**config.mk**
```make
export PLATFORM = sky130hd
export DESIGN_NAME = fltr_fan_loop_regs
export DESIGN_NICKNAME = d
export VERILOG_FILES = /design/src/hw/fltr_pkg.sv /design/src/hw/fltr_fan_loop_regs.sv
export SDC_FILE = /design/constraint.sdc
export NUM_CORES = 1
export LEC_CHECK = 0
export BUFFER_PORTS_ARGS = -buffer_cell sky130_fd_sc_hd__buf_2
export CAP_MARGIN = 15
export CELL_PAD_IN_SITES_DETAIL_PLACEMENT = 0
export CELL_PAD_IN_SITES_GLOBAL_PLACEMENT = 2
export CORE_MARGIN = 4
export CORE_UTILIZATION = 42
export CTS_CLUSTER_DIAMETER = 120
export CTS_CLUSTER_SIZE = 20
export DETAILED_ROUTE_END_ITERATION = 10
export GPL_TIMING_DRIVEN = 0
export HOLD_SLACK_MARGIN = 0.05
export PLACE_DENSITY_LB_ADDON = 0.05
export SLEW_MARGIN = 20
export SYNTH_ARGS = -nofsm -noshare
export SYNTH_HDL_FRONTEND = slang
export SYNTH_SLANG_ARGS = --single-unit
```
**constraint.sdc**
```tcl
create_clock -name clk -period 19.8 [get_ports clk]
set_clock_uncertainty 0.1 [all_clocks]
set_input_delay 0.99 -clock clk [delete_from_list [all_inputs] [get_ports clk]]
set_output_delay 0.99 -clock clk [all_outputs]
set_load 0.05 [all_outputs]
```
**src/hw/fltr_pkg.sv**
```systemverilog
// Purpose: Constants for the fan loop threshold register bank
// Assumes: Register index times four is the Wishbone byte address
// Notes:   Function
// Function
// [RULE1] Three 8-bit minimum duty registers, one per fan, reset to half duty.
// [RULE2] Duty code 0x00 is off, 0x40 quarter, 0xFF full speed.
// [RULE3] Minimum duty registers ignore writes while the automatic loop runs.
// [RULE4] Per-channel fan start temperature, reset 90 degrees, starts ramp above.
// [RULE5] Per-channel critical limit, reset 100; any exceed forces all fans full.
// [RULE6] A critical limit of 0x80 disables that channel's fail-safe.
// [RULE7] Forced full duty holds until temperature drops below limit minus hysteresis.
// [RULE8] Configured as output, the overtemp pin goes low a quarter degree over.
// [RULE9] Hysteresis nibbles: local 3:0, remote A 7:4 (0x44), remote B 7:4 (0x40).
// [RULE10] Below start, fan keeps minimum duty until start minus hysteresis.
// [RULE11] Software should program hysteresis of at least four degrees.
// [RULE12] Lock makes limit, hysteresis, test and offset registers read-only.
// [RULE13] Bit 0 of the test register enters tree test mode; reset zero.
// [RULE14] Signed half-degree offset per channel is added to its reading.
// [RULE15] Offset-corrected temperature is compared against every threshold.
package fltr_pkg;
  // ---------------------------------------------------------------
  // Register indices (byte address is four times the index)
  // ---------------------------------------------------------------
  localparam logic [7:0] IDX_MIN_DUTY1    = 8'h64;
  localparam logic [7:0] IDX_MIN_DUTY2    = 8'h65;
  localparam logic [7:0] IDX_MIN_DUTY3    = 8'h66;
  localparam logic [7:0] IDX_START_RA     = 8'h67;
  localparam logic [7:0] IDX_START_LOCAL  = 8'h68;
  localparam logic [7:0] IDX_START_RB     = 8'h69;
  localparam logic [7:0] IDX_CRIT_RA      = 8'h6A;
  localparam logic [7:0] IDX_CRIT_LOCAL   = 8'h6B;
  localparam logic [7:0] IDX_CRIT_RB      = 8'h6C;
  localparam logic [7:0] IDX_HYST_LA      = 8'h6D;
  localparam logic [7:0] IDX_HYST_RB      = 8'h6E;
  localparam logic [7:0] IDX_TREE         = 8'h6F;
  localparam logic [7:0] IDX_OFFSET_RA    = 8'h70;
  localparam logic [7:0] IDX_OFFSET_LOCAL = 8'h71;
  localparam logic [7:0] IDX_OFFSET_RB    = 8'h72;
  localparam logic [7:0] IDX_CTRL         = 8'h60;
  localparam logic [7:0] IDX_STATUS       = 8'h61;
  // ---------------------------------------------------------------
  // Reset values and special codes
  // ---------------------------------------------------------------
  localparam logic [7:0] RST_MIN_DUTY = 8'h80;
  localparam logic [7:0] RST_START    = 8'h5A;
  localparam logic [7:0] RST_CRIT     = 8'h64;
  localparam logic [7:0] RST_HYST_LA  = 8'h44;
  localparam logic [7:0] RST_HYST_RB  = 8'h40;
  localparam logic       RST_TREE     = 1'b0;
  localparam logic [7:0] RST_OFFSET   = 8'h00;
  localparam logic [7:0] RST_CTRL     = 8'h00;
  localparam logic [7:0] CRIT_DISABLE = 8'h80;
  localparam logic [7:0] DUTY_OFF     = 8'h00;
  localparam logic [7:0] DUTY_FULL    = 8'hFF;
  // ---------------------------------------------------------------
  // Field positions
  // ---------------------------------------------------------------
  localparam int HYST_HI_LSB   = 4;
  localparam int HYST_LO_LSB   = 0;
  localparam int TREE_EN_BIT   = 0;
  localparam int CTRL_AUTO_BIT = 0;
  localparam int CTRL_LOCK_BIT = 1;
  localparam int CTRL_PIN_BIT  = 2;
  localparam int CTRL_SPAN_LSB = 4;
  // ---------------------------------------------------------------
  // Timing: PWM counter advances once per PWM_DIV clocks
  // ---------------------------------------------------------------
  localparam logic [7:0] PWM_DIV     = 8'h10;
  localparam logic [7:0] PWM_LAST    = 8'hFE;
endpackage : fltr_pkg

```
**src/hw/fltr_fan_loop_regs.sv**
```systemverilog
// Purpose: Fan loop threshold registers, fail-safe and PWM fan drive
// Assumes: Temperatures arrive in quarter degrees from same-clock logic
// Notes:   Channel 0 remote A drives fan 1, local fan 2, remote B fan 3
//
// Design decision made here: register access over Wishbone.
module fltr_fan_loop_regs (
  input  wire logic       clk,            // 40 MHz clock
  input  wire logic       rstn,           // Synchronous reset, active low
  input  wire logic [9:0] adr_i,          // Wishbone byte address
  input  wire logic [31:0] dat_i,         // Wishbone write data
  output logic      [31:0] dat_o,         // Wishbone read data
  input  wire logic       we_i,           // Wishbone write enable
  input  wire logic [3:0] sel_i,          // Wishbone byte selects
  input  wire logic       cyc_i,          // Wishbone cycle
  input  wire logic       stb_i,          // Wishbone strobe
  output logic            ack_o,          // Wishbone acknowledge
  input  wire logic [9:0] tempRemoteA,    // Remote A reading, 0.25 C steps
  input  wire logic [9:0] tempLocal,      // Local reading, 0.25 C steps
  input  wire logic [9:0] tempRemoteB,    // Remote B reading, 0.25 C steps
  output logic            fan1Pwm,        // Fan 1 pulse-width output
  output logic            fan2Pwm,        // Fan 2 pulse-width output
  output logic            fan3Pwm,        // Fan 3 pulse-width output
  input  wire logic       overtempPinIn,  // Overtemp pin level from pad
  output logic            overtempPinOut, // Overtemp pin drive value
  output logic            overtempPinOe,  // Low while driving the pin
  output logic            treeTestMode    // Tree test mode active
);
  // ---------------------------------------------------------------
  // Helpers
  // ---------------------------------------------------------------
  function automatic logic signed [11:0] degQ(input logic [7:0] deg);
    degQ = {2'b00, deg, 2'b00};
  endfunction : degQ

  // Reading plus signed offset of half degrees, in quarter degrees
  function automatic logic signed [11:0] corrTemp(input logic [9:0] t,
                                                  input logic [7:0] o);
    corrTemp = $signed({2'b00, t}) + $signed({{3{o[7]}}, o, 1'b0});
  endfunction : corrTemp

  // Minimum duty plus whole degrees above start, scaled by span shift
  function automatic logic [7:0] rampDuty(input logic [7:0] base,
                                          input logic signed [11:0] ex,
                                          input logic [1:0] sh);
    logic [15:0] r;
    logic [15:0] s;
    r = ex[11] ? 16'h0000 : {6'h00, ex[11:2]};
    s = (r << sh) + {8'h00, base};
    rampDuty = (s > 16'h00FF) ? fltr_pkg::DUTY_FULL : s[7:0];
  endfunction : rampDuty

  // ---------------------------------------------------------------
  // Storage
  // ---------------------------------------------------------------
  logic [7:0]         minDutyReg [3];
  logic [7:0]         startReg   [3];
  logic [7:0]         critReg    [3];
  logic [7:0]         offsetReg  [3];
  logic [7:0]         hystLaReg;
  logic [7:0]         hystRbReg;
  logic               treeReg;
  logic [7:0]         ctrlReg;
  logic [2:0]         critState;
  logic [2:0]         fanOn;
  logic [7:0]         divCnt;
  logic [7:0]         pwmCnt;
  logic               pinMeta;
  logic               pinSync;
  logic [9:0]         tempIn   [3];
  logic [3:0]         hyst     [3];
  logic signed [11:0] corr     [3];
  logic [7:0]         dutyNext [3];
  logic [2:0]         overQ;
  logic [2:0]         pwmNext;
  logic [7:0]         rdVal;
  logic [7:0]         idx;
  logic               wrEn;
  logic               autoOn;
  logic               locked;

  assign idx    = adr_i[9:2];
  assign wrEn   = cyc_i & stb_i & we_i & ack_o & sel_i[0];
  assign autoOn = ctrlReg[fltr_pkg::CTRL_AUTO_BIT];
  assign locked = ctrlReg[fltr_pkg::CTRL_LOCK_BIT];
  assign tempIn[0] = tempRemoteA;
  assign tempIn[1] = tempLocal;
  assign tempIn[2] = tempRemoteB;
  // Hysteresis nibbles per channel
  assign hyst[0] = hystLaReg[fltr_pkg::HYST_HI_LSB +: 4];   // [RULE9]
  assign hyst[1] = hystLaReg[fltr_pkg::HYST_LO_LSB +: 4];   // [RULE9]
  assign hyst[2] = hystRbReg[fltr_pkg::HYST_HI_LSB +: 4];   // [RULE9]

  // ---------------------------------------------------------------
  // Wishbone handshake: ack one cycle after request, write on ack
  // ---------------------------------------------------------------
  always_ff @(posedge clk) begin
    if (!rstn) begin
      ack_o <= 1'b0;
      dat_o <= 32'h0000_0000;
    end else begin
      ack_o <= cyc_i & stb_i & ~ack_o;
      dat_o <= {24'h00_0000, rdVal};
    end
  end

  // Read decode; unmapped indices read zero
  always_comb begin
    rdVal = 8'h00;
    case (idx)
      fltr_pkg::IDX_MIN_DUTY1:    rdVal = minDutyReg[0];
      fltr_pkg::IDX_MIN_DUTY2:    rdVal = minDutyReg[1];
      fltr_pkg::IDX_MIN_DUTY3:    rdVal = minDutyReg[2];
      fltr_pkg::IDX_START_RA:     rdVal = startReg[0];
      fltr_pkg::IDX_START_LOCAL:  rdVal = startReg[1];
      fltr_pkg::IDX_START_RB:     rdVal = startReg[2];
      fltr_pkg::IDX_CRIT_RA:      rdVal = critReg[0];
      fltr_pkg::IDX_CRIT_LOCAL:   rdVal = critReg[1];
      fltr_pkg::IDX_CRIT_RB:      rdVal = critReg[2];
      fltr_pkg::IDX_HYST_LA:      rdVal = hystLaReg;
      fltr_pkg::IDX_HYST_RB:      rdVal = hystRbReg;
      fltr_pkg::IDX_TREE:         rdVal = {7'h00, treeReg};
      fltr_pkg::IDX_OFFSET_RA:    rdVal = offsetReg[0];
      fltr_pkg::IDX_OFFSET_LOCAL: rdVal = offsetReg[1];
      fltr_pkg::IDX_OFFSET_RB:    rdVal = offsetReg[2];
      fltr_pkg::IDX_CTRL:         rdVal = ctrlReg;
      fltr_pkg::IDX_STATUS:       rdVal = {treeReg, pinSync, critState,
                                           fanOn};
      default:                    rdVal = 8'h00;
    endcase
  end

  // ---------------------------------------------------------------
  // Register writes
  // ---------------------------------------------------------------
  // Minimum duty: frozen while the automatic loop owns the fans
  always_ff @(posedge clk) begin
    if (!rstn) begin
      for (int i = 0; i < 3; i++) begin
        minDutyReg[i] <= fltr_pkg::RST_MIN_DUTY;             // [RULE1]
      end
    end else if (wrEn && !autoOn) begin                      // [RULE3]
      case (idx)
        fltr_pkg::IDX_MIN_DUTY1: minDutyReg[0] <= dat_i[7:0];
        fltr_pkg::IDX_MIN_DUTY2: minDutyReg[1] <= dat_i[7:0];
        fltr_pkg::IDX_MIN_DUTY3: minDutyReg[2] <= dat_i[7:0];
        default: ;
      endcase
    end
  end

  // Start temperatures are never locked
  always_ff @(posedge clk) begin
    if (!rstn) begin
      for (int i = 0; i < 3; i++) begin
        startReg[i] <= fltr_pkg::RST_START;                  // [RULE4]
      end
    end else if (wrEn) begin
      case (idx)
        fltr_pkg::IDX_START_RA:    startReg[0] <= dat_i[7:0];
        fltr_pkg::IDX_START_LOCAL: startReg[1] <= dat_i[7:0];
        fltr_pkg::IDX_START_RB:    startReg[2] <= dat_i[7:0];
        default: ;
      endcase
    end
  end

  // Lockable group; a locked write is acked but dropped
  always_ff @(posedge clk) begin
    if (!rstn) begin
      for (int i = 0; i < 3; i++) begin
        critReg[i]   <= fltr_pkg::RST_CRIT;                  // [RULE5]
        offsetReg[i] <= fltr_pkg::RST_OFFSET;                // [RULE14]
      end
      hystLaReg <= fltr_pkg::RST_HYST_LA;                    // [RULE9]
      hystRbReg <= fltr_pkg::RST_HYST_RB;                    // [RULE9]
      treeReg   <= fltr_pkg::RST_TREE;                       // [RULE13]
    end else if (wrEn && !locked) begin                      // [RULE12]
      case (idx)
        fltr_pkg::IDX_CRIT_RA:      critReg[0]   <= dat_i[7:0];
        fltr_pkg::IDX_CRIT_LOCAL:   critReg[1]   <= dat_i[7:0];
        fltr_pkg::IDX_CRIT_RB:      critReg[2]   <= dat_i[7:0];
        fltr_pkg::IDX_HYST_LA:      hystLaReg    <= dat_i[7:0];
        fltr_pkg::IDX_HYST_RB:      hystRbReg    <= dat_i[7:0];
        fltr_pkg::IDX_TREE:
          treeReg <= dat_i[fltr_pkg::TREE_EN_BIT];           // [RULE13]
        fltr_pkg::IDX_OFFSET_RA:    offsetReg[0] <= dat_i[7:0];
        fltr_pkg::IDX_OFFSET_LOCAL: offsetReg[1] <= dat_i[7:0];
        fltr_pkg::IDX_OFFSET_RB:    offsetReg[2] <= dat_i[7:0];
        default: ;
      endcase
    end
  end

  // Control: lock is set-only so a hung host cannot unlock
  always_ff @(posedge clk) begin
    if (!rstn) begin
      ctrlReg <= fltr_pkg::RST_CTRL;
    end else if (wrEn && idx == fltr_pkg::IDX_CTRL) begin
      ctrlReg <= dat_i[7:0] | {6'h00, locked, 1'b0};
    end
  end

  // ---------------------------------------------------------------
  // Temperature compare and loop state
  // ---------------------------------------------------------------
  always_comb begin
    for (int i = 0; i < 3; i++) begin
      corr[i]  = corrTemp(tempIn[i], offsetReg[i]);          // [RULE14]
      overQ[i] = (critReg[i] != fltr_pkg::CRIT_DISABLE) &&
                 (corr[i] > degQ(critReg[i]));               // [RULE8]
    end
  end

  // Critical latch with hysteresis on the corrected reading
  always_ff @(posedge clk) begin
    if (!rstn) begin
      critState <= 3'b000;
    end else begin
      for (int i = 0; i < 3; i++) begin
        if (critReg[i] == fltr_pkg::CRIT_DISABLE) begin      // [RULE6]
          critState[i] <= 1'b0;
        end else if (corr[i] > degQ(critReg[i])) begin       // [RULE15]
          critState[i] <= 1'b1;                              // [RULE5]
        end else if (corr[i] <
                     degQ(critReg[i]) - degQ({4'h0, hyst[i]})) begin
          critState[i] <= 1'b0;                              // [RULE7]
        end
      end
    end
  end

  // Fan start latch: on above start, off at start minus hysteresis
  always_ff @(posedge clk) begin
    if (!rstn) begin
      fanOn <= 3'b000;
    end else begin
      for (int i = 0; i < 3; i++) begin
        if (corr[i] > degQ(startReg[i])) begin               // [RULE4]
          fanOn[i] <= 1'b1;
        end else if (corr[i] <=
                     degQ(startReg[i]) - degQ({4'h0, hyst[i]})) begin
          fanOn[i] <= 1'b0;                                  // [RULE10]
        end
      end
    end
  end

  // Duty choice: fail-safe first, then loop, else fixed minimum
  always_comb begin
    for (int i = 0; i < 3; i++) begin
      if (|critState) begin
        dutyNext[i] = fltr_pkg::DUTY_FULL;                   // [RULE5]
      end else if (autoOn) begin
        dutyNext[i] = fanOn[i] ?
          rampDuty(minDutyReg[i], corr[i] - degQ(startReg[i]),
                   ctrlReg[fltr_pkg::CTRL_SPAN_LSB +: 2]) :
          fltr_pkg::DUTY_OFF;                                // [RULE10]
      end else begin
        dutyNext[i] = minDutyReg[i];
      end
      // Full code bypasses the compare so 0xFF is truly 100 percent
      pwmNext[i] = (dutyNext[i] == fltr_pkg::DUTY_FULL) ||
                   (pwmCnt < dutyNext[i]);                   // [RULE2]
    end
  end

  // ---------------------------------------------------------------
  // PWM timebase and outputs
  // ---------------------------------------------------------------
  always_ff @(posedge clk) begin
    if (!rstn) begin
      divCnt <= 8'h00;
      pwmCnt <= 8'h00;
    end else if (divCnt == fltr_pkg::PWM_DIV - 8'h01) begin
      divCnt <= 8'h00;
      pwmCnt <= (pwmCnt == fltr_pkg::PWM_LAST) ? 8'h00 : pwmCnt + 8'h01;
    end else begin
      divCnt <= divCnt + 8'h01;
    end
  end

  always_ff @(posedge clk) begin
    if (!rstn) begin
      {fan3Pwm, fan2Pwm, fan1Pwm} <= 3'b000;
    end else begin
      {fan3Pwm, fan2Pwm, fan1Pwm} <= pwmNext;
    end
  end

  // Open-drain overtemp pin and its input synchroniser
  always_ff @(posedge clk) begin
    if (!rstn) begin
      overtempPinOut <= 1'b1;
      overtempPinOe  <= 1'b1;
      pinMeta        <= 1'b1;
      pinSync        <= 1'b1;
      treeTestMode   <= 1'b0;
    end else begin
      overtempPinOut <= ~(ctrlReg[fltr_pkg::CTRL_PIN_BIT] & |overQ);
      overtempPinOe  <= ~(ctrlReg[fltr_pkg::CTRL_PIN_BIT] & |overQ);
      pinMeta        <= overtempPinIn;
      pinSync        <= pinMeta;
      treeTestMode   <= treeReg;                             // [RULE13]
    end
  end

  // ---------------------------------------------------------------
  // Checks
  // ---------------------------------------------------------------
  property p_reset_vals;
    @(posedge clk) !rstn |=> minDutyReg[1] == 8'h80 &&
      startReg[1] == 8'h5A && critReg[2] == 8'h64 && hystLaReg == 8'h44
      && hystRbReg == 8'h40 && offsetReg[0] == 8'h00;
  endproperty
  a_reset_vals: assert property (p_reset_vals) // [RULE1] [RULE4] [RULE9]
    else $error("register reset value wrong");

  property p_auto_ro;
    @(posedge clk) disable iff (!rstn)
    wrEn && autoOn && idx == fltr_pkg::IDX_MIN_DUTY1
      |=> $stable(minDutyReg[0]);
  endproperty
  a_auto_ro: assert property (p_auto_ro) // [RULE3]
    else $error("minimum duty written in automatic mode");

  property p_lock_ro;
    @(posedge clk) disable iff (!rstn)
    wrEn && locked && idx == fltr_pkg::IDX_OFFSET_RB
      |=> $stable(offsetReg[2]) && $stable(critReg[2]);
  endproperty
  a_lock_ro: assert property (p_lock_ro) // [RULE12]
    else $error("locked register changed");

  property p_crit_full;
    @(posedge clk) disable iff (!rstn)
    |critState |=> fan1Pwm && fan2Pwm && fan3Pwm;
  endproperty
  a_crit_full: assert property (p_crit_full) // [RULE5] [RULE2]
    else $error("fans not at full duty under critical state");

  property p_crit_dis;
    @(posedge clk) disable iff (!rstn)
    critReg[1] == 8'h80 |=> !critState[1];
  endproperty
  a_crit_dis: assert property (p_crit_dis) // [RULE6]
    else $error("disabled limit still forces full speed");

  property p_crit_hold;
    @(posedge clk) disable iff (!rstn)
    critState[0] && critReg[0] != 8'h80 &&
      corr[0] >= degQ(critReg[0]) - degQ({4'h0, hyst[0]})
      |=> critState[0];
  endproperty
  a_crit_hold: assert property (p_crit_hold) // [RULE7] [RULE15]
    else $error("critical state released inside hysteresis");

  property p_pin_low;
    @(posedge clk) disable iff (!rstn)
    ctrlReg[2] && critReg[1] != 8'h80 && corr[1] == degQ(critReg[1]) + 1
      |=> !overtempPinOe && !overtempPinOut;
  endproperty
  a_pin_low: assert property (p_pin_low) // [RULE8]
    else $error("overtemp pin not driven low");

  property p_fan_hold;
    @(posedge clk) disable iff (!rstn)
    fanOn[2] && corr[2] > degQ(startReg[2]) - degQ({4'h0, hyst[2]})
      |=> fanOn[2];
  endproperty
  a_fan_hold: assert property (p_fan_hold) // [RULE10]
    else $error("fan stopped inside hysteresis band");

  property p_duty_off;
    @(posedge clk) disable iff (!rstn)
    dutyNext[0] == 8'h00 |=> !fan1Pwm;
  endproperty
  a_duty_off: assert property (p_duty_off) // [RULE2]
    else $error("zero duty produced a pulse");

  property p_offset_start;
    @(posedge clk) disable iff (!rstn)
    $signed({2'b00, tempLocal}) + $signed({{3{offsetReg[1][7]}},
      offsetReg[1], 1'b0}) > degQ(startReg[1]) |=> fanOn[1];
  endproperty
  a_offset_start: assert property (p_offset_start) // [RULE14] [RULE4]
    else $error("corrected reading above start left fan off");

  property p_tree;
    @(posedge clk) disable iff (!rstn)
    wrEn && !locked && idx == fltr_pkg::IDX_TREE
      |=> ##1 treeTestMode == $past(dat_i[0], 2);
  endproperty
  a_tree: assert property (p_tree) // [RULE13]
    else $error("tree test mode does not follow bit 0");
endmodule : fltr_fan_loop_regs

```
==> summary.txt, run 1 <==
Timing
  • Slew Limit Fails: 0
  • FMAX: around 110 MHz
  • Final hold vios: 0
  • RSZ-0062 raised after global routing: false
  • Final setup fails: 0
  • Min Tclk post-route: slightly below 9 ns
  • Period utilization: 0.442
  • Slew HR: 0.325
  • Slew @ Worst Pin: around 1 ns
  • Final TNS setup: 0 ns

Layout
  • Post-layout nets: between 2000 and 2500
  • Non-filler cells, final: roughly 2300
  • Most common cell after layout, fill and taps aside: ha_1
  • Share of cells above drive strength 1: 0.100
  • Util after Layout: 0.476
  • Most frequent cells in the layout: ha_1 (210), inv_1 (123), nand2_1 (109)
  • Layout area overhead: 10.7%
  • Final instance area: 17000 um^2
  • Antenna fix cells: 0
  • Layout fillers: 3521

Global route
  • Largest net degree at the start of global routing: 17
  • Initial antenna violation count: 1
  • Global-route wire length before repair: about 79 mm
  • Gr usage total: 0.266
  • Vias in the first global route: 13200
  • Grt total ovfl: 0

Routing
  • Post-Route WL: roughly 53 mm
  • DRC: 0
  • Via count: approximately 14000
  • Drt wl/cell: roughly 23 um
  • Drt first-iter violations: ~1300
  • Post-route ant nets: 0
  • Drt first pass iters: 5
  • Vias/cell: 5.93

Clocking
  • # Post-CTS Setup Buffers: 0
  • CTS root buffer: clkbuf_16
  • H-tree Lvls: 4
  • Clk slew on worst S/H paths: approximately 0.080 ns
  • TritonCTS clock tree: yes
  • Clock buffer depth: 2
  • Post-cts resize count: 0
  • CTS Buf Count: 17
  • Worst-skew pair later-pin latency: 0.44 ns
  • Post-CTS Hold Fix Bufs: 0
  • Clock Sinks: 159

Worst setup path
  • Register-to-Register Path Depth: 36
  • Slowest-stage cell, CP: o32ai_1
  • Max Fanout on Critical Path: 10
  • Worst setup SP type: primary input
  • CP peak stage delay: ~0.62 ns
  • CP most frequent cell: a21o_1
  • Arrival time worst endpoint: 9.00 ns
  • Critical Path Sink Type: register
  • Crit Path Category: in2reg
  • Req. time, crit path: 20.05 ns

Placed design
  • Placer Congestion: roughly 0.90
  • Placed instance count: between 2000 and 2500
  • IO buf count: 65
  • Post-DP HPWL: 43.9 mm
  • DP Area: about 16000 um^2

Synthesis
  • Most common flop cell mapped by yosys: edfxtp_1
  • Yosys warns: 0
  • Syn_area_per_cell: 8.91 um^2
  • Sequential area share after synthesis: 0.269
  • Mapped Cells: around 1700
  • Mapped cell area: roughly 15000 um^2
  • EDFF count, synth: 96
  • FFs w/ async S/R, synth: 0
  • Count of different cell masters after synthesis: 95
  • Number of synthesized register bits: 159

Die
  • Die width: approximately 200 um
  • Core Area: 35800 um^2
  • Die ar.: 39800 um^2
  • Rows: 69
  • DIE HEIGHT: ~200 um
  • I/O pin count: between 100 and 150
  • Effective utilization at floorplan: 0.430

Run
  • Max_cap viols: 0

Pwr
  • Power Total: between 1 and 1.5 mW
  • Power density over cell area: between 60 and 70 nW/um^2
  • Pleak: about 7.3 nW
  • Peak supply drop: 43.2 uV

Min path
  • Worst Hold Class: reg2reg
  • WHS Path Cells: 1

Run status
  • Status: completed
metal layers:
metal,GRT usage,vias up,share of wire
met1,0.375,6634,0.45
met3,0.0356,70,0.068
li1,-,6552,-
met4,0.0631,0,0.023
met2,0.435,439,0.46
met5,0,-,0
final cells by class:
cell class | count | area [um^2] | share of cell area
multi-input combinational | 1400 | 10500 | 0.619
sequential | 159 | 4140 | 0.243
tap | 461 | 577 | 0.0339
inverter | 125 | 469 | 0.0275
clock buffer | 17 | 425 | 0.0250
buffer | 66 | 368 | 0.0216
timing repair buffer | 67 | 338 | 0.0198
clock inverter | 15 | 173 | 0.0101
synth_stat cells, types with 24 or more instances:
master | number | area share
buf_4 | 26 | 0.013
a31oi_1 | 24 | 0.0098
nand2_1 | 109 | 0.027
dfxtp_1 | 63 | 0.082
o21ai_0 | 85 | 0.028
nor2_1 | 96 | 0.023
edfxtp_1 | 96 | 0.19
mux2i_1 | 33 | 0.021
a21oi_1 | 98 | 0.032
o21a_1 | 54 | 0.026
inv_1 | 123 | 0.030
clkbuf_1 | 35 | 0.0085
nor3_1 | 29 | 0.0094
a21o_1 | 56 | 0.027
xnor2_1 | 75 | 0.043
nand3_1 | 53 | 0.017
xor2_1 | 26 | 0.015
nand2b_1 | 32 | 0.013
and2_1 | 38 | 0.015
nor2b_1 | 41 | 0.017
ha_1 | 210 | 0.17
power by group:
part	internal, mW	switching [mW]
Clock	0.190	0.153
Combinational	0.164	0.239
Sequential	0.358	0.0148
sequential cells by signal (all words and copies together), names as in the netlist, 3 cells and up:
signal,cells
offsetReg,24
pwmCnt,8
minDutyReg,24
critReg,24
fanOn,3
critState,3
dat_o,8
divCnt,8
hystRbReg,8
ctrlReg,8
hystLaReg,8
startReg,24
critical path: cells and delay by family:
family	cells	cell delay, ns
xor gates and xnor gates	1	0.35
buffers and inverters	3	0.52
AOI/OAI and AO/OA	21	4.30
adders and majority gates	4	1.32
and+or+nand+nor	8	1.51
worst paths after layout:
path | from | end | slack (ns)
max | tempLocal[3] | fan2Pwm$_SDFF_PN0_ | 11.05
min | pinMeta$_SDFF_PN1_ | pinSync$_SDFF_PN1_ | 0.30
max reg2reg | offsetReg[0][10]$_DFFE_PP_ | fan2Pwm$_SDFF_PN0_ | 11.31
min reg2reg | pinMeta$_SDFF_PN1_ | pinSync$_SDFF_PN1_ | 0.30
metrics by stage:
stage	setup slack [ns]	hold slack, ns
after global routing	10.44	0.309
after global placement	10.73	0.291
after floorplan	12.08	0.279
after detailed placement	10.73	0.291
after CTS	11.13	0.301
final	11.05	0.296
cells by family (layout without fill, tap and decap cells):
logic type                 after synthesis  count (layout)  synth area share
and+or+nand+nor                        510             510             0.173
AOI/OAI and AO/OA                      492             492             0.219
adders and majority gates              225             225             0.190
buffers and inverters                  191             290            0.0544
DFF                                    159             159             0.269
xor gates and xnor gates               104             104            0.0606
muxes                                   45              45            0.0339
other                                    1              24          0.000244
(Power assumes the default switching activity.)
==> inputs of run 2 (changes only) <==
--- a/config.mk
+++ b/config.mk
@@ -5,12 +5,13 @@
 export SDC_FILE = /design/constraint.sdc
 export NUM_CORES = 1
 export LEC_CHECK = 0
+export ABC_AREA = 1
 export BUFFER_PORTS_ARGS = -buffer_cell sky130_fd_sc_hd__buf_2
 export CAP_MARGIN = 15
 export CELL_PAD_IN_SITES_DETAIL_PLACEMENT = 0
 export CELL_PAD_IN_SITES_GLOBAL_PLACEMENT = 2
 export CORE_MARGIN = 4
-export CORE_UTILIZATION = 42
+export CORE_UTILIZATION = 32
 export CTS_CLUSTER_DIAMETER = 120
 export CTS_CLUSTER_SIZE = 20
 export DETAILED_ROUTE_END_ITERATION = 10
==> constraint.sdc (replaced) <==
create_clock -name clk -period 7.55 [get_ports clk]
set_clock_uncertainty 0.1 [all_clocks]
set_input_delay 0.3775 -clock clk [delete_from_list [all_inputs] [get_ports clk]]
set_output_delay 0.3775 -clock clk [all_outputs]
set_load 0.05 [all_outputs]
==> run 2 against run 1 <==
  * Count of clock-buffer cells in the layout increased by 1
  * Sequential power increased to 2.6 times the previous value
  * Critical path depth increased by 8
  * Sequential cell count unchanged
  * Cell count increased by 21%
  * Final area decreased by 0.43%
  * Power increased to 2.5 times the previous value
  * Non-clock buffer count decreased by 15
  * Critical path type is now reg2reg
  * Largest cell class unchanged
==> summary.txt, run 2 <==
Timing
  • Final setup fails: 0 (unchanged)
  • Slew Limit Fails: 0 (unchanged)
  • Slew HR: 0.263 (-0.0619)
  • RSZ-0062 raised after global routing: false
  • Final hold vios: 0 (unchanged)
  • FMAX: around 150 MHz
  • Final TNS setup: 0 ns (unchanged)
  • Period utilization: 0.896
  • Slew @ Worst Pin: 1.09 ns (+0.0813 ns)
  • WHS: 0.0820 ns (-0.214 ns)
  • Min Tclk post-route: a little under 7 ns

Run status
  • Status: completed

Worst setup path
  • Worst setup SP type: register
  • Max Fanout on Critical Path: 10 (unchanged)
  • CP peak stage delay: 0.53 ns (-0.09 ns)
  • Reg-to-reg setup timing slack: 0.79 ns (-10.52 ns)
  • Crit Path Category: reg2reg
  • Register-to-Register Path Depth: 45 (+25%)
  • Stages on the worst setup path: 45 (+22%)
  • Slowest-stage cell, CP: edfxtp_1
  • Req. time, crit path: 7.83 ns (-12.22 ns)
  • Worst path bufs/invs: 5 (+2)
  • Arrival time worst endpoint: 7.04 ns (-1.96 ns)
  • Worst flop-to-flop path startpoint: offsetReg[0][2]$_DFFE_PP_
  • RR Endpoint: fan1Pwm$_SDFF_PN0_
  • CP most frequent cell: nand2_1
  • CP top delay family: compound AO/OA/AOI/OAI gates
  • Critical Path Sink Type: register

Placed design
  • Placer Congestion: 0.917 (+1.9%)
  • Post-DP HPWL: 48.9 mm (+11%)
  • Placed instance count: 2762 (+21%)
  • IO buf count: 66 (+1.5%)

Synthesis
  • Post-synthesis adder-cell area fraction: 0.193 (+0.00302)
  • Top post-synthesis cells by area: edfxtp_1 (19%), ha_1 (17%), nand2_1 (11%), dfxtp_1 (8.3%), inv_1 (7.9%)
  • Synth cell count leaders: nand2_1 (431), inv_1 (320), ha_1 (210)
  • Simple logic cell fraction of the synthesized area: 0.235 (+0.0628)
  • Yosys warns: 0 (unchanged)
  • Area leader, netlist: edfxtp_1
  • Mux cell area share after synthesis: 0.00396 (-0.0299)
  • Number of synthesized register bits: 159 (unchanged)
  • Count of different cell masters after synthesis: 56 (-41%)
  • Post-Synth XOR/XNOR Area: 0.0468 (-0.0138)
  • Syn_area_per_cell: 7.33 um^2 (-18%)
  • Most common flop cell mapped by yosys: edfxtp_1
  • Synth Area in Compound Gates: 0.147 (-0.0716)
  • Most frequent cell after synthesis: nand2_1
  • EDFF count, synth: 96 (unchanged)
  • Largest family of logic cells by synthesized area: simple AND/OR/NAND/NOR gates
  • FFs w/ async S/R, synth: 0 (unchanged)
  • Mapped Cells: 2066 (+20%)
  • Mapped cell area: 15200 um^2 (-1.6%)
  • Synth top area share: 0.190 (+0.00297)
  • Sequential area share after synthesis: 0.273 (+0.00427)

Routing
  • DRC: 0 (unchanged)
  • Post-Route WL: 58.6 mm (+10%)
  • Drt first-iter violations: 1002 (-24%)
  • Drt first pass iters: 6 (+1)
  • Post-route ant nets: 0 (unchanged)
  • Via count: 14400 (+5.2%)
  • Vias/cell: 5.15 (-13%)
  • Drt wl/cell: 21.0 um (-9.1%)

Layout
  • Post-layout nets: 2482 (+16%)
  • Most frequent cells in the layout: nand2_1 (431), inv_1 (320), ha_1 (209)
  • Share of cells above drive strength 1: 0.0740 (-0.0260)
  • Layout area overhead: 11.9%
  • Sequential cell area: 4140 um^2 (unchanged)
  • Layout fillers: 5051 (+43%)
  • Most common cell after layout, fill and taps aside: nand2_1
  • Multi-input logic area: 9640 um^2 (-8.6%)
  • Non-filler cells, final: 2796 (+21%)

Pwr
  • Sequential Power Share: 0.346 (+0.013)
  • Switch share: 0.384 (+0.0204)
  • Pleak: 8.18 nW (+12%)
  • Sw power: 1.08 mW (+160%)
  • Combinational group share of total power: 0.345 (-0.015)
  • Peak supply drop: 163 uV (+280%)
  • Internal power: 1.73 mW (+140%)
  • Clock Power Share: 0.309 (+0.002)
  • Power Total: 2.81 mW (+150%)
  • Power density over cell area: 166 nW/um^2 (+150%)

Clocking
  • # Post-CTS Setup Buffers: 0 (unchanged)
  • CTS root buffer: clkbuf_16
  • Clock buffer depth: 2 (unchanged)
  • H-tree Lvls: 4 (unchanged)
  • TritonCTS clock tree: yes
  • Clock Sinks: 159 (unchanged)
  • Worst-skew pair later-pin latency: 0.46 ns (+0.02 ns)
  • CTS Buf Count: 17 (unchanged)
  • Clk slew on worst S/H paths: 0.07 ns (about the same)

Die
  • Effective utilization at floorplan: 0.325 (-0.105)
  • DIE HEIGHT: 226 um (+13%)
  • Die ar.: 50900 um^2 (+28%)
  • I/O pin count: 121 (unchanged)
  • Rows: 79 (+14%)
  • Die width: 226 um (+13%)
  • Core Area: 46700 um^2 (+30%)

Min path
  • Worst hold path endpoint: ack_o$_SDFF_PN0_
  • Hold_sp: stb_i
  • WHS Path Cells: 3 (+2)
  • Worst Hold Class: in2reg

Global route
  • Vias in the first global route: 14000 (+5.8%)
  • Global-route wire length before repair: 86.7 mm (+9.2%)
  • Grt total ovfl: 0 (unchanged)
  • Initial antenna violation count: 4 (+3)
  • Largest net degree at the start of global routing: 17 (unchanged)
  • Gr usage total: 0.229 (-0.0362)

Run
  • Max_cap viols: 0 (unchanged)
-- run 2: cell types whose count changed after synthesis, moves of 25 or more --
cell      delta
nand3_1     +66
nor2_1      +88
nor2b_1     -41
and2_1      -37
xnor2_1     -49
o21a_1      -34
a21oi_1     +47
o21ai_0     +25
xor2_1      +29
inv_1      +197
mux2i_1     -27
nand2_1    +322
a21o_1      -54
nand2b_1    -32
-- run 2: cells by family after synthesis --
group / after synthesis
XOR/XNOR: 81
AO/OA/AOI/OAI: 381
flip-flops: 159
other: 1
adder cells (fa/ha/maj): 225
multiplexers: 6
buffers and inverters: 375
AND/OR/NAND/NOR: 838
-- run 2: tightest hold or removal path, stage by stage --
cell     delay, ns
buf_2         0.09
nand2_1       0.07
nor3_1        0.05
-- run 2: layout make-up --
class | count | area share
Tap cell | 607 | 0.0448
Buffer | 51 | 0.0173
Antenna cell | 1 | 0.000148
Sequential cell | 159 | 0.244
Multi-Input combinational cell | 1555 | 0.568
Clock inverter | 14 | 0.00745
Clock buffer | 18 | 0.0259
Inverter | 324 | 0.0717
Timing Repair Buffer | 67 | 0.0201
-- run 2: what timing repair did --
item | 4_1_cts | 5_1_grt
hold endpoints to repair | 1 | 0
endpoints found under the setup margin | 0 | 2
resized for setup | 0 | 7
hold buffers | 1 | 0
-- run 2: through the flow --
step                 util  setup slack [ns]  cell area (um^2)
floorplan               -              1.82             15200
global placement    0.350             0.393             16300
detailed placement  0.350             0.359             16300
CTS                 0.363             0.402             16900
global route        0.364           0.00183             17000
finish              0.364             0.788             17000
-- run 2: layer usage --
metal,track usage,share of wire,vias to the layer above
met4,0.0694,0.029,0
met1,0.317,0.47,6784
met5,0,0,-
met2,0.369,0.45,411
met3,0.0400,0.056,69
li1,-,-,7145
-- run 2: power by group through the flow --
| stage | registers, mW | logic [mW] | clock network, mW |
|---|---|---|---|
| 2_1_floorplan | 0.974 | 0.718 | 0 |
| 6_report | 0.970 | 0.970 | 0.868 |
| 3_5_place_dp | 0.989 | 0.968 | 0 |
| 4_1_cts | 0.970 | 0.975 | 0.883 |
| 5_1_grt | 0.971 | 1.11 | 0.919 |
| 3_3_place_gp | 0.989 | 0.966 | 0 |
-- run 2: how the worst max path moves through the flow --
stage	start	end
after detailed placement	tempLocal[3]	fan2Pwm$_SDFF_PN0_
after floorplan	offsetReg[0][2]$_DFFE_PP_	fan1Pwm$_SDFF_PN0_
after CTS	offsetReg[0][10]$_DFFE_PP_	fan2Pwm$_SDFF_PN0_
after global routing	offsetReg[0][2]$_DFFE_PP_	fan1Pwm$_SDFF_PN0_
final	offsetReg[0][2]$_DFFE_PP_	fan1Pwm$_SDFF_PN0_
after global placement	tempLocal[3]	fan2Pwm$_SDFF_PN0_
